<file path="src/rtl/alu_pkg.sv">
package alu_pkg;

	typedef enum logic [4:0] {
		OP_ADD = 5'h00,
		OP_ADD_CARRY = 5'h01,
		OP_PAIR_PLUS_IMMEDIATE = 5'h02,
		OP_SUB = 5'h03,
		OP_MINUS_CONSTANT = 5'h04,
		OP_MINUS_WITH_BORROW = 5'h05,
		OP_MINUS_CONSTANT_WITH_BORROW = 5'h06,
		OP_PAIR_MINUS_IMMEDIATE = 5'h07,
		OP_AND = 5'h08,
		OP_MASK_AND_CONSTANT = 5'h09,
		OP_OR = 5'h0a,
		OP_MERGE_OR_CONSTANT = 5'h0b,
		OP_EXCLUSIVE_OR = 5'h0c,
		OP_ONES_COMPLEMENT = 5'h0d,
		OP_TWOS_COMPLEMENT = 5'h0e,
		OP_SET_BITS_BY_MASK = 5'h0f,
		OP_CLEAR_BITS_BY_MASK = 5'h10,
		OP_PLUS_ONE_STEP = 5'h11,
		OP_MINUS_ONE_STEP = 5'h12,
		OP_ZERO_SIGN_TEST = 5'h13,
		OP_ZERO_REGISTER = 5'h14,
		OP_ALL_ONES_REGISTER = 5'h15,
		OP_PRODUCT_UNSIGNED = 5'h16,
		OP_PRODUCT_SIGNED = 5'h17,
		OP_PRODUCT_MIXED_SIGN = 5'h18,
		OP_FRACTIONAL_PRODUCT_UNSIGNED = 5'h19,
		OP_FRACTIONAL_PRODUCT_SIGNED = 5'h1a,
		OP_FRACTIONAL_PRODUCT_MIXED = 5'h1b
	} op_t;

	typedef enum logic [1:0] {
		ST_IDLE = 2'h1,
		ST_SECOND = 2'h2
	} state_t;

	// flag vector bit positions
	localparam int FLAG_Z = 0;
	localparam int FLAG_C = 1;
	localparam int FLAG_N = 2;
	localparam int FLAG_V = 3;
	localparam int FLAG_H = 4;
	localparam int FLAG_S = 5;
	localparam int FLAG_W = 6;

	localparam logic [5:0] MASK_ARITH = 6'h1f;
	localparam logic [5:0] MASK_WORD = 6'h2f;
	localparam logic [5:0] MASK_LOGIC = 6'h0d;
	localparam logic [5:0] MASK_COMPLEMENT = 6'h0f;
	localparam logic [5:0] MASK_PRODUCT = 6'h03;
	localparam logic [5:0] MASK_NONE = 6'h00;

	localparam logic [7:0] BYTE_ZERO = 8'h00;
	localparam logic [7:0] BYTE_ONES = 8'hff;
	localparam logic [7:0] BYTE_ONE = 8'h01;
	localparam logic [7:0] BYTE_MIN_NEG = 8'h80;
	localparam logic [7:0] BYTE_MAX_POS = 8'h7f;
	localparam logic [15:0] WORD_ZERO = 16'h0000;

	function automatic logic is_two_cycle(input op_t op);
		return (op == OP_PAIR_PLUS_IMMEDIATE) || (op == OP_PAIR_MINUS_IMMEDIATE) ||
			(op >= OP_PRODUCT_UNSIGNED && op <= OP_FRACTIONAL_PRODUCT_MIXED);
	endfunction

endpackage

</file>
<file path="src/rtl/eight_bit_arith_logic_unit.sv">
`timescale 1ns/1ps
module eight_bit_arith_logic_unit (
	input wire logic mclk,
	input wire logic arst_n,
	input wire logic start,
	input wire alu_pkg::op_t op,
	input wire logic [7:0] dst_val,
	input wire logic [7:0] src_val,
	input wire logic [7:0] pair_hi,
	input wire logic [7:0] imm,
	input wire logic carry_in,
	output logic busy,
	output logic done,
	output logic [7:0] res_lo,
	output logic [7:0] res_hi,
	output logic wr_dst,
	output logic wr_pair,
	output logic wr_prod,
	output logic [5:0] flags,
	output logic [5:0] flag_we
);
	import alu_pkg::*;

	typedef struct packed {
		state_t fsm;
		logic busy;
		logic done;
		logic [7:0] res_lo;
		logic [7:0] res_hi;
		logic wr_dst;
		logic wr_pair;
		logic wr_prod;
		logic pend_pair;
		logic pend_prod;
		logic [5:0] flags;
		logic [5:0] flag_we;
	} core_t;

	localparam core_t CORE_RESET = '{fsm: ST_IDLE, busy: 1'b0, done: 1'b0,
		res_lo: BYTE_ZERO, res_hi: BYTE_ZERO, wr_dst: 1'b0, wr_pair: 1'b0,
		wr_prod: 1'b0, pend_pair: 1'b0, pend_prod: 1'b0, flags: MASK_NONE,
		flag_we: MASK_NONE};

	core_t cur;
	core_t next_cur;

	// returns {half, overflow, carry, result}
	function automatic logic [10:0] arith8(input logic [7:0] a, input logic [7:0] b,
		input logic cin, input logic sub);
		logic [8:0] w;
		logic [4:0] hw;
		logic v;
		if (sub) begin
			w = {1'b0, a} - {1'b0, b} - {8'h00, cin};
			hw = {1'b0, a[3:0]} - {1'b0, b[3:0]} - {4'h0, cin};
			v = (a[7] & ~b[7] & ~w[7]) | (~a[7] & b[7] & w[7]);
		end else begin
			w = {1'b0, a} + {1'b0, b} + {8'h00, cin};
			hw = {1'b0, a[3:0]} + {1'b0, b[3:0]} + {4'h0, cin};
			v = (a[7] & b[7] & ~w[7]) | (~a[7] & ~b[7] & w[7]);
		end
		return {hw[4], v, w[8], w[7:0]};
	endfunction

	function automatic logic [5:0] nz_flags(input logic [7:0] r, input logic c,
		input logic v, input logic h);
		logic [5:0] f;
		f = MASK_NONE;
		f[FLAG_Z] = (r == BYTE_ZERO);
		f[FLAG_C] = c;
		f[FLAG_N] = r[7];
		f[FLAG_V] = v;
		f[FLAG_H] = h;
		f[FLAG_S] = r[7] ^ v;
		return f;
	endfunction

	always_comb begin
		logic [10:0] ar;
		logic [7:0] r8;
		logic [16:0] w17;
		logic [15:0] pair;
		logic [15:0] ea;
		logic [15:0] eb;
		logic [15:0] prod;
		logic [15:0] r16;
		logic a_signed;
		logic b_signed;
		logic frac;
		logic [5:0] f;
		logic [5:0] m;
		ar = '0;
		r8 = BYTE_ZERO;
		w17 = '0;
		pair = {pair_hi, dst_val};
		a_signed = 1'b0;
		b_signed = 1'b0;
		frac = 1'b0;
		f = MASK_NONE;
		m = MASK_NONE;
		r16 = WORD_ZERO;
		ea = WORD_ZERO;
		eb = WORD_ZERO;
		prod = WORD_ZERO;
		next_cur = cur;
		next_cur.done = 1'b0;
		next_cur.wr_dst = 1'b0;
		next_cur.wr_pair = 1'b0;
		next_cur.wr_prod = 1'b0;

		b_signed = (op == OP_PRODUCT_SIGNED) || (op == OP_FRACTIONAL_PRODUCT_SIGNED);
		// the mixed forms sign the destination operand only
		a_signed = b_signed || (op == OP_PRODUCT_MIXED_SIGN) ||
			(op == OP_FRACTIONAL_PRODUCT_MIXED);
		frac = (op >= OP_FRACTIONAL_PRODUCT_UNSIGNED);
		ea = a_signed ? {{8{dst_val[7]}}, dst_val} : {BYTE_ZERO, dst_val};
		eb = b_signed ? {{8{src_val[7]}}, src_val} : {BYTE_ZERO, src_val};
		// low 16 bits of the extended product are exact for every sign mix
		prod = 16'(ea * eb);
		w17 = (op == OP_PAIR_MINUS_IMMEDIATE) ? ({1'b0, pair} - {9'h000, imm}) :
			({1'b0, pair} + {9'h000, imm});

		case (op)
			OP_ADD, OP_ADD_CARRY: begin
				ar = arith8(dst_val, src_val, (op == OP_ADD_CARRY) & carry_in, 1'b0);
				m = MASK_ARITH;
			end
			OP_SUB, OP_MINUS_WITH_BORROW: begin
				ar = arith8(dst_val, src_val, (op == OP_MINUS_WITH_BORROW) & carry_in, 1'b1);
				m = MASK_ARITH;
			end
			OP_MINUS_CONSTANT, OP_MINUS_CONSTANT_WITH_BORROW: begin
				ar = arith8(dst_val, imm, carry_in & (op != OP_MINUS_CONSTANT), 1'b1);
				m = MASK_ARITH;
			end
			OP_TWOS_COMPLEMENT: begin
				ar = arith8(BYTE_ZERO, dst_val, 1'b0, 1'b1);
				m = MASK_ARITH;
			end
			OP_AND, OP_MASK_AND_CONSTANT: begin
				ar = {3'h0, dst_val & ((op == OP_AND) ? src_val : imm)};
				m = MASK_LOGIC;
			end
			OP_OR, OP_MERGE_OR_CONSTANT, OP_SET_BITS_BY_MASK: begin
				ar = {3'h0, dst_val | ((op == OP_OR) ? src_val : imm)};
				m = MASK_LOGIC;
			end
			OP_EXCLUSIVE_OR: begin
				ar = {3'h0, dst_val ^ src_val};
				m = MASK_LOGIC;
			end
			OP_ONES_COMPLEMENT: begin
				// carry always set after complement
				ar = {3'h1, BYTE_ONES - dst_val};
				m = MASK_COMPLEMENT;
			end
			OP_CLEAR_BITS_BY_MASK: begin
				ar = {3'h0, dst_val & (BYTE_ONES - imm)};
				m = MASK_LOGIC;
			end
			OP_PLUS_ONE_STEP: begin
				r8 = dst_val + BYTE_ONE;
				ar = {1'b0, dst_val == BYTE_MAX_POS, 1'b0, r8};
				m = MASK_LOGIC;
			end
			OP_MINUS_ONE_STEP: begin
				r8 = dst_val - BYTE_ONE;
				ar = {1'b0, dst_val == BYTE_MIN_NEG, 1'b0, r8};
				m = MASK_LOGIC;
			end
			OP_ZERO_SIGN_TEST: begin
				ar = {3'h0, dst_val & dst_val};
				m = MASK_LOGIC;
			end
			OP_ZERO_REGISTER: begin
				ar = {3'h0, dst_val ^ dst_val};
				m = MASK_LOGIC;
			end
			OP_ALL_ONES_REGISTER: begin
				ar = {3'h0, BYTE_ONES};
				m = MASK_NONE;
			end
			default: begin
			end
		endcase
		f = nz_flags(ar[7:0], ar[8], ar[9], ar[10]);

		if (is_two_cycle(op)) begin
			if (op == OP_PAIR_PLUS_IMMEDIATE || op == OP_PAIR_MINUS_IMMEDIATE) begin
				r16 = w17[15:0];
				f = MASK_NONE;
				f[FLAG_Z] = (r16 == WORD_ZERO);
				f[FLAG_C] = w17[16];
				f[FLAG_N] = r16[15];
				f[FLAG_V] = (op == OP_PAIR_MINUS_IMMEDIATE) ? (pair[15] & ~r16[15]) :
					(~pair[15] & r16[15]);
				f[FLAG_S] = f[FLAG_N] ^ f[FLAG_V];
				m = MASK_WORD;
			end else begin
				r16 = frac ? {prod[14:0], 1'b0} : prod;
				f = MASK_NONE;
				f[FLAG_Z] = (r16 == WORD_ZERO);
				f[FLAG_C] = prod[15];
				m = MASK_PRODUCT;
			end
		end

		case (cur.fsm)
			ST_IDLE: begin
				if (start) begin
					next_cur.flags = f;
					next_cur.flag_we = m;
					if (is_two_cycle(op)) begin
						// hold the result a cycle; strobes fire with done
						next_cur.fsm = ST_SECOND;
						next_cur.busy = 1'b1;
						next_cur.res_lo = r16[7:0];
						next_cur.res_hi = r16[15:8];
						next_cur.pend_pair = (op == OP_PAIR_PLUS_IMMEDIATE) ||
							(op == OP_PAIR_MINUS_IMMEDIATE);
						next_cur.pend_prod = !next_cur.pend_pair;
					end else begin
						next_cur.done = 1'b1;
						next_cur.res_lo = ar[7:0];
						next_cur.res_hi = BYTE_ZERO;
						next_cur.wr_dst = (op <= OP_ALL_ONES_REGISTER);
					end
				end
			end
			ST_SECOND: begin
				next_cur.fsm = ST_IDLE;
				next_cur.busy = 1'b0;
				next_cur.done = 1'b1;
				next_cur.wr_pair = cur.pend_pair;
				next_cur.wr_prod = cur.pend_prod;
			end
			default: begin
				next_cur = CORE_RESET;
			end
		endcase
	end

	always_ff @(posedge mclk or negedge arst_n) begin
		if (!arst_n) begin
			cur <= CORE_RESET;
		end else begin
			cur <= next_cur;
		end
	end

	assign busy = cur.busy;
	assign done = cur.done;
	assign res_lo = cur.res_lo;
	assign res_hi = cur.res_hi;
	assign wr_dst = cur.wr_dst;
	assign wr_pair = cur.wr_pair;
	assign wr_prod = cur.wr_prod;
	assign flags = cur.flags;
	assign flag_we = cur.flag_we;

	wire logic take = start && !busy;
endmodule

</file>
<file path="config.mk">
export PLATFORM = sky130hd
export DESIGN_NAME = eight_bit_arith_logic_unit
export DESIGN_NICKNAME = d
export VERILOG_FILES = /design/src/rtl/alu_pkg.sv /design/src/rtl/eight_bit_arith_logic_unit.sv
export SDC_FILE = /design/constraint.sdc
export NUM_CORES = 1
export LEC_CHECK = 0
export BUFFER_PORTS_ARGS = -buffer_cell sky130_fd_sc_hd__buf_4
export CAP_MARGIN = 20
export CORE_MARGIN = 4
export CORE_UTILIZATION = 55
export CTS_BUF_LIST = sky130_fd_sc_hd__clkbuf_4 sky130_fd_sc_hd__clkbuf_8 sky130_fd_sc_hd__clkbuf_16
export CTS_CLUSTER_DIAMETER = 200
export CTS_CLUSTER_SIZE = 12
export DETAILED_ROUTE_END_ITERATION = 7
export GPL_TIMING_DRIVEN = 0
export PLACE_DENSITY = 0.77
export RECOVER_POWER = 100
export SYNTH_ARGS = -nofsm -noshare
export SYNTH_HDL_FRONTEND = slang
export SYNTH_SLANG_ARGS = --single-unit
</file>
<file path="constraint.sdc">
create_clock -name mclk -period 2.07 [get_ports mclk]
set_clock_uncertainty 0.1 [all_clocks]
set_input_delay 0.414 -clock mclk [delete_from_list [all_inputs] [get_ports mclk]]
set_output_delay 0.414 -clock mclk [all_outputs]
set_load 0.005 [all_outputs]
</file>
# == Word-level counts from Yosys, hierarchy flattened ==
# Index checks and enable logic that the tools add are counted.
# word_totals
reg_bits,37
wordCells,153
# classes
addsub,20
mul,1
order_cmp,4
n_eq_ne,32
mux,25
bitwise,38
n_reduce_logical,21
# ops
op,count
one-hot mux 11 bit (14 select lines),1
2-to-1 mux 16 bit,5
"equality test 5 bit, second input constant",10
"equality test 5 x 4 -> 1 bit, second input constant",8
one-hot mux 17 bit (2 select lines),1
zero test 16 bit,2
one-hot mux 14 bit (2 select lines),1
bitwise AND 8 bit,3
2-to-1 mux 6 bit,4
2-to-1 mux 21 bit,1
"equality test 5 x 3 -> 1 bit, second input constant",4
bitwise AND 1 bit,18
subtractor 8 x 8 -> 9 bit,2
subtractor 9 x 1 -> 9 bit,2
adder 16 x 8 -> 17 bit,1
2-to-1 mux 17 bit,1
subtractor 16 x 8 -> 17 bit,1
multiplier 16 x 16 -> 16 bit,1
2-to-1 mux 8 bit,2
"subtractor 8 bit, first input constant",2
XOR 8 bit,2
one-hot mux 5 bit (3 select lines),1
2-to-1 mux 14 bit,1
OR reduction 11 bit,1
38 further kinds,66

# == Longest topological paths before layout ==
# logic_depth
depth_word,12
ltp_mapped,25
depth_no_buf,24

# == Least setup slack after synthesis ==
# Ideal clock, no wire load.
# synth_timing
path_kind,input-to-reg
startpoint,in op[2]
endpoint,"reg cur, in the netlist res_hi[7]"
setup_time_ps,66
arrival_ps,6326
slack_ps,-4422
path_stages,25
path_buffers,2
cell_sequence,buf_4 nand2b_1 o22ai_2 and2_1 buf_2 nand2_1 fa_1 inv_1 fa_1 inv_1 fa_1 inv_1 fa_1 inv_1 fa_1 fa_1 xnor2_1 xnor2_1 xnor2_1 xnor2_1 xnor3_1 xnor3_1 mux2_2 o21ai_1 a22o_1
# synth_via
elab_chain_len,11
elab_cells_between_ends,24
cone_classes,1 x mul; 3 x order compare; 6 x eq/ne; 8 x mux; 6 x reduce/logical
# synth_rtl
element,line_no,source
start: declaration,eight_bit_arith_logic_unit.sv:6,"input wire alu_pkg::op_t op,"
equality test 5 bit,eight_bit_arith_logic_unit.sv:111,b_signed = (op == OP_PRODUCT_SIGNED) || (op == OP_FRACTIONAL_PRODUCT_SIGNED);
logical OR 1 bit,eight_bit_arith_logic_unit.sv:111,
logical OR 1 bit (2 in series),eight_bit_arith_logic_unit.sv:113,a_signed = b_signed || (op == OP_PRODUCT_MIXED_SIGN) ||
2-to-1 mux 16 bit,eight_bit_arith_logic_unit.sv:116,"ea = a_signed ? {{8{dst_val[7]}}, dst_val} : {BYTE_ZERO, dst_val};"
multiplier 16 x 16 -> 16 bit,eight_bit_arith_logic_unit.sv:119,prod = 16'(ea * eb);
2-to-1 mux 16 bit,eight_bit_arith_logic_unit.sv:200,"r16 = frac ? {prod[14:0], 1'b0} : prod;"
2-to-1 mux 16 bit,eight_bit_arith_logic_unit.sv:189,if (op == OP_PAIR_PLUS_IMMEDIATE || op == OP_PAIR_MINUS_IMMEDIATE) begin
2-to-1 mux 16 bit *,eight_bit_arith_logic_unit.sv:213,if (is_two_cycle(op)) begin
2-to-1 mux 21 bit *,eight_bit_arith_logic_unit.sv:210,if (start) begin
one-hot mux 17 bit (2 select lines) *,eight_bit_arith_logic_unit.sv:208,case (cur.fsm)
end signal: assignment,eight_bit_arith_logic_unit.sv:247,cur <= next_cur;
end: declaration,eight_bit_arith_logic_unit.sv:44,core_t cur;
# Every way passes the cells marked *; elsewhere a longest branch is shown, timed or not. The select of a mux whose other input is x is not followed.
# A chain may end at the register's enable or synchronous reset.

# == Worst setup path after layout ==
# layout_timing
startpoint,in op[3]
endpoint,"reg cur, in the netlist res_hi[7]"
# Same word-level chain as after synthesis.

==> results.md <==
* Layout cells sized above 1 at 0.300
* Comb pwr share at 0.813
* Finish-stage setup viols at 23
* Pwr dens at 802 nW/um^2
* Clk slew on worst S/H paths at 50 ps
* # clock sinks at 35
* Pin count of the biggest net entering global routing at 36
* Met2 wire len at between 15 and 20 mm
* Antenna Nets Post-Route at 0
* Io pins at 74
* Cell internal pwr at roughly 5400 uW
* Yosys reg bits at 35
* Met3 Routed Length at 2.92 mm
* EDFF count, synth at 0
* Crit end category: register
* Main flop type after synthesis: dfrtp_1
* Post-route worst setup slack at -4030 ps
* WL met1 at between 10 and 15 mm
* WL final at 34.5 mm
* Vias in the first global route at between 9000 and 10000
* Initial Util at 0.558
* Num CTS Buffers at 5
* Residual DRC at 0
* Final hold vios at 0
* Global route overflow at 0
* Global Route Usage Sum at 0.348
* Ys async rst share at 1.00
* Initial antenna violation count at 0
* HP Class: in2reg
* First-pass GRT wire length at between 50 and 60 mm
* Die area at about 20000 sq um
* Depth of the CTS H-tree at 2
* WP data arrival at approximately 6200 ps
* Initial DRC Count at between 900 and 1000
* Period utilization at 2.94
* Site row count at 48
* # port buffers at about 70
* Final core occ at 0.732
* Fmax at 0.164 GHz
* Pins Over Slew Limit at 0
* Core area at roughly 17000 sq um
* # Max-Cap Violations at 0
* Synth Instances at 1193
* Worst skew pair latency at 280 ps
* Reg power frac at 0.100
* Sw power at approximately 4600 uW
* Switching share of power at 0.460
* TritonCTS clock tree: yes
* Failing checks: setup timing
* Post-route setup TNS at -54510 ps
* Commonest non-fill, non-tap cell in the layout: inv_1
* Vias/cell at 6.15
* Yosys cell types at 88
* Syn Std Cell Area at roughly 9600 sq um
* Worst Setup Start Kind: primary input
* Mapped Nets at approximately 1400
* Crit Path Class: in2reg
* Commonest cells after routing, fill and taps aside: inv_1, nand2_1, buf_4
* Via count at around 9500
* Unrepaired setup endpoints after global routing: true
* Post-DP HPWL at between 20 and 30 mm
* Post-layout minimum cycle time at approximately 6100 ps
* Fill cells at about 1300
* Area Growth Syn to Fin at 31.0%
* Max FO, Critical Path at 5
* Clock Tree Buf Depth at 2
* DR pass1 iterations at 6
* Routability Congestion at between 1 and 1.5
* Result of the run: complete, but fails checks
* Routed WL per cell at roughly 22 microns
* Synth Area per Inst at approximately 8.0 sq um
* Slew headroom at 0.297
* Clock power share at 0.087
* Nets at 1566
* Worst endpoint required time at approximately 2200 ps
* Top Metal Used: met4
* Post-synthesis sequential area ratio at 0.0914
* Clock Root Buffer: clkbuf_16
* Static Leak at slightly below 0.006 uW
* Die X at between 100 and 150 microns
* Warning count from the yosys run at 0
* IR drop worst, VDD at 2.02 mV
* Worst Tran Pin Value at between 1000 and 1500 ps
* Height of the die at about 140 microns
-- flip-flops by register name, indices dropped and copies added, names as in the netlist --
name     count
done         1
res_hi       8
wr_prod      1
res_lo       8
wr_pair      1
flags        6
flag_we      5
cur          4
wr_dst       1
-- what timing repair did --
action                                  4_1_cts  5_1_grt
endpoints found under the hold margin         3        0
pin swaps                                    52       48
cloned                                        0        0
endpoints found under the setup margin       32       31
setup buffers                                36       18
resized for setup                           139       72
hold buffers                                  1        0
-- area by class of cell --
| type | instances | area, sq um | area share |
|---|---|---|---|
| multi-input cells | 923 | 8750 | 0.696 |
| repair buffers | 128 | 1100 | 0.0878 |
| flip-flops and latches | 35 | 877 | 0.0698 |
| plain buffers | 69 | 741 | 0.0589 |
| inverters | 162 | 638 | 0.0508 |
| well taps | 225 | 282 | 0.0224 |
| clock buffers | 6 | 139 | 0.0111 |
| clock inverters | 2 | 35.0 | 0.00279 |
| diodes | 1 | 2.50 | 0.000199 |
-- Yosys cell counts (5+ instances only) --
| master | instances | area (sq um) |
|---|---|---|
| nand3_1 | 24 | 120 |
| xor2_1 | 28 | 245 |
| a211oi_1 | 11 | 82.6 |
| a31oi_1 | 15 | 93.8 |
| a21oi_1 | 60 | 300 |
| o31ai_1 | 11 | 82.6 |
| ha_1 | 119 | 1490 |
| fa_1 | 82 | 1640 |
| o21ai_0 | 45 | 225 |
| clkbuf_1 | 22 | 82.6 |
| a22o_1 | 9 | 78.8 |
| and2_1 | 28 | 175 |
| o21a_1 | 10 | 75.1 |
| o211ai_1 | 9 | 67.6 |
| a22oi_1 | 7 | 52.6 |
| nor2b_1 | 18 | 113 |
| nor4_1 | 8 | 50.1 |
| xnor2_1 | 46 | 403 |
| or3_1 | 9 | 56.3 |
| and3_1 | 8 | 50.1 |
| a221oi_1 | 6 | 52.6 |
| o2111ai_1 | 5 | 43.8 |
| mux2i_1 | 16 | 160 |
| buf_6 | 7 | 78.8 |
| o22ai_1 | 9 | 56.3 |
| o221ai_1 | 8 | 70.1 |
| nand2_1 | 109 | 409 |
| buf_2 | 12 | 60.1 |
| o21bai_1 | 7 | 52.6 |
| nor3_1 | 22 | 110 |
| nand2b_1 | 15 | 93.8 |
| inv_1 | 160 | 601 |
| dfrtp_1 | 34 | 851 |
| buf_4 | 31 | 233 |
| a21o_1 | 13 | 97.6 |
| nor2_1 | 86 | 323 |
-- path summary, 6_finish.rpt --
path | from | end | slack, ps | cells after the start
max reg2reg | cur[35] | flags[0] | -390 | 7
max in group asynchronous | arst_n | flags[3] | 600 | 2
max | op[3] | res_hi[7] | -4030 | 24
min | start | cur[35] | 360 | 4
min reg2reg | flag_we[0] | flag_we[0] | 370 | 2
min in group asynchronous | arst_n | res_hi[2] | 710 | 2
-- power by group through the flow --
stage | Sequential, uW | Clock [uW] | Combinational [uW]
5_1_grt | 1040 | 909 | 8910
6_report | 1010 | 878 | 8190
4_1_cts | 1020 | 882 | 7550
3_5_place_dp | 1030 | 0 | 6440
3_3_place_gp | 1020 | 0 | 6280
2_1_floorplan | 978 | 0 | 4680
-- worst max-delay path: stages --
cell and delay [ps]:
buf_6 90, nand2b_4 140, o22ai_4 270, and3_4 250, inv_2 40, fa_1 550
inv_1 60, fa_1 490, inv_1 60, fa_1 500, inv_2 40, fa_1 480
inv_2 40, fa_1 460, fa_2 380, xnor2_2 160, xnor2_1 140, xnor2_1 230
xnor2_1 200, xnor3_2 360, xnor3_2 290, mux2_4 280, o21ai_2 120, a22o_1 130
-- kinds of logic after synthesis --
| group | Yosys count | synth area share |
|---|---|---|
| buffers and inverters | 235 | 0.111 |
| XOR/XNOR | 77 | 0.0740 |
| flip-flops | 35 | 0.0914 |
| AND/OR/NAND/NOR | 355 | 0.181 |
| adder cells (fa/ha/maj) | 201 | 0.326 |
| multiplexers | 18 | 0.0190 |
| AO/OA/AOI/OAI | 272 | 0.197 |
-- per-layer routing --
layer	GRT usage	vias up
li1	-	4342
met1	0.469	4609
met2	0.567	495
met3	0.0601	99
met4	0.124	0
met5	0	-
-- through the flow --
| step | power [uW] | setup WS (ps) | instance area (sq um) | hold slack, ps | instances |
|---|---|---|---|---|---|
| after global routing | 10900 | -4170 | 12600 | 380 | 1550 |
| final | 10100 | -4030 | 12600 | 356 | 1551 |
| after global placement | 7290 | -4570 | 11000 | 288 | 1489 |
| after detailed placement | 7460 | -4630 | 11000 | 292 | 1490 |
| after floorplan | 5650 | -3790 | 10200 | 18.4 | 1193 |
| after CTS | 9450 | -3990 | 12100 | 347 | 1532 |
No activity file was read; power rests on OpenSTA's default activity.
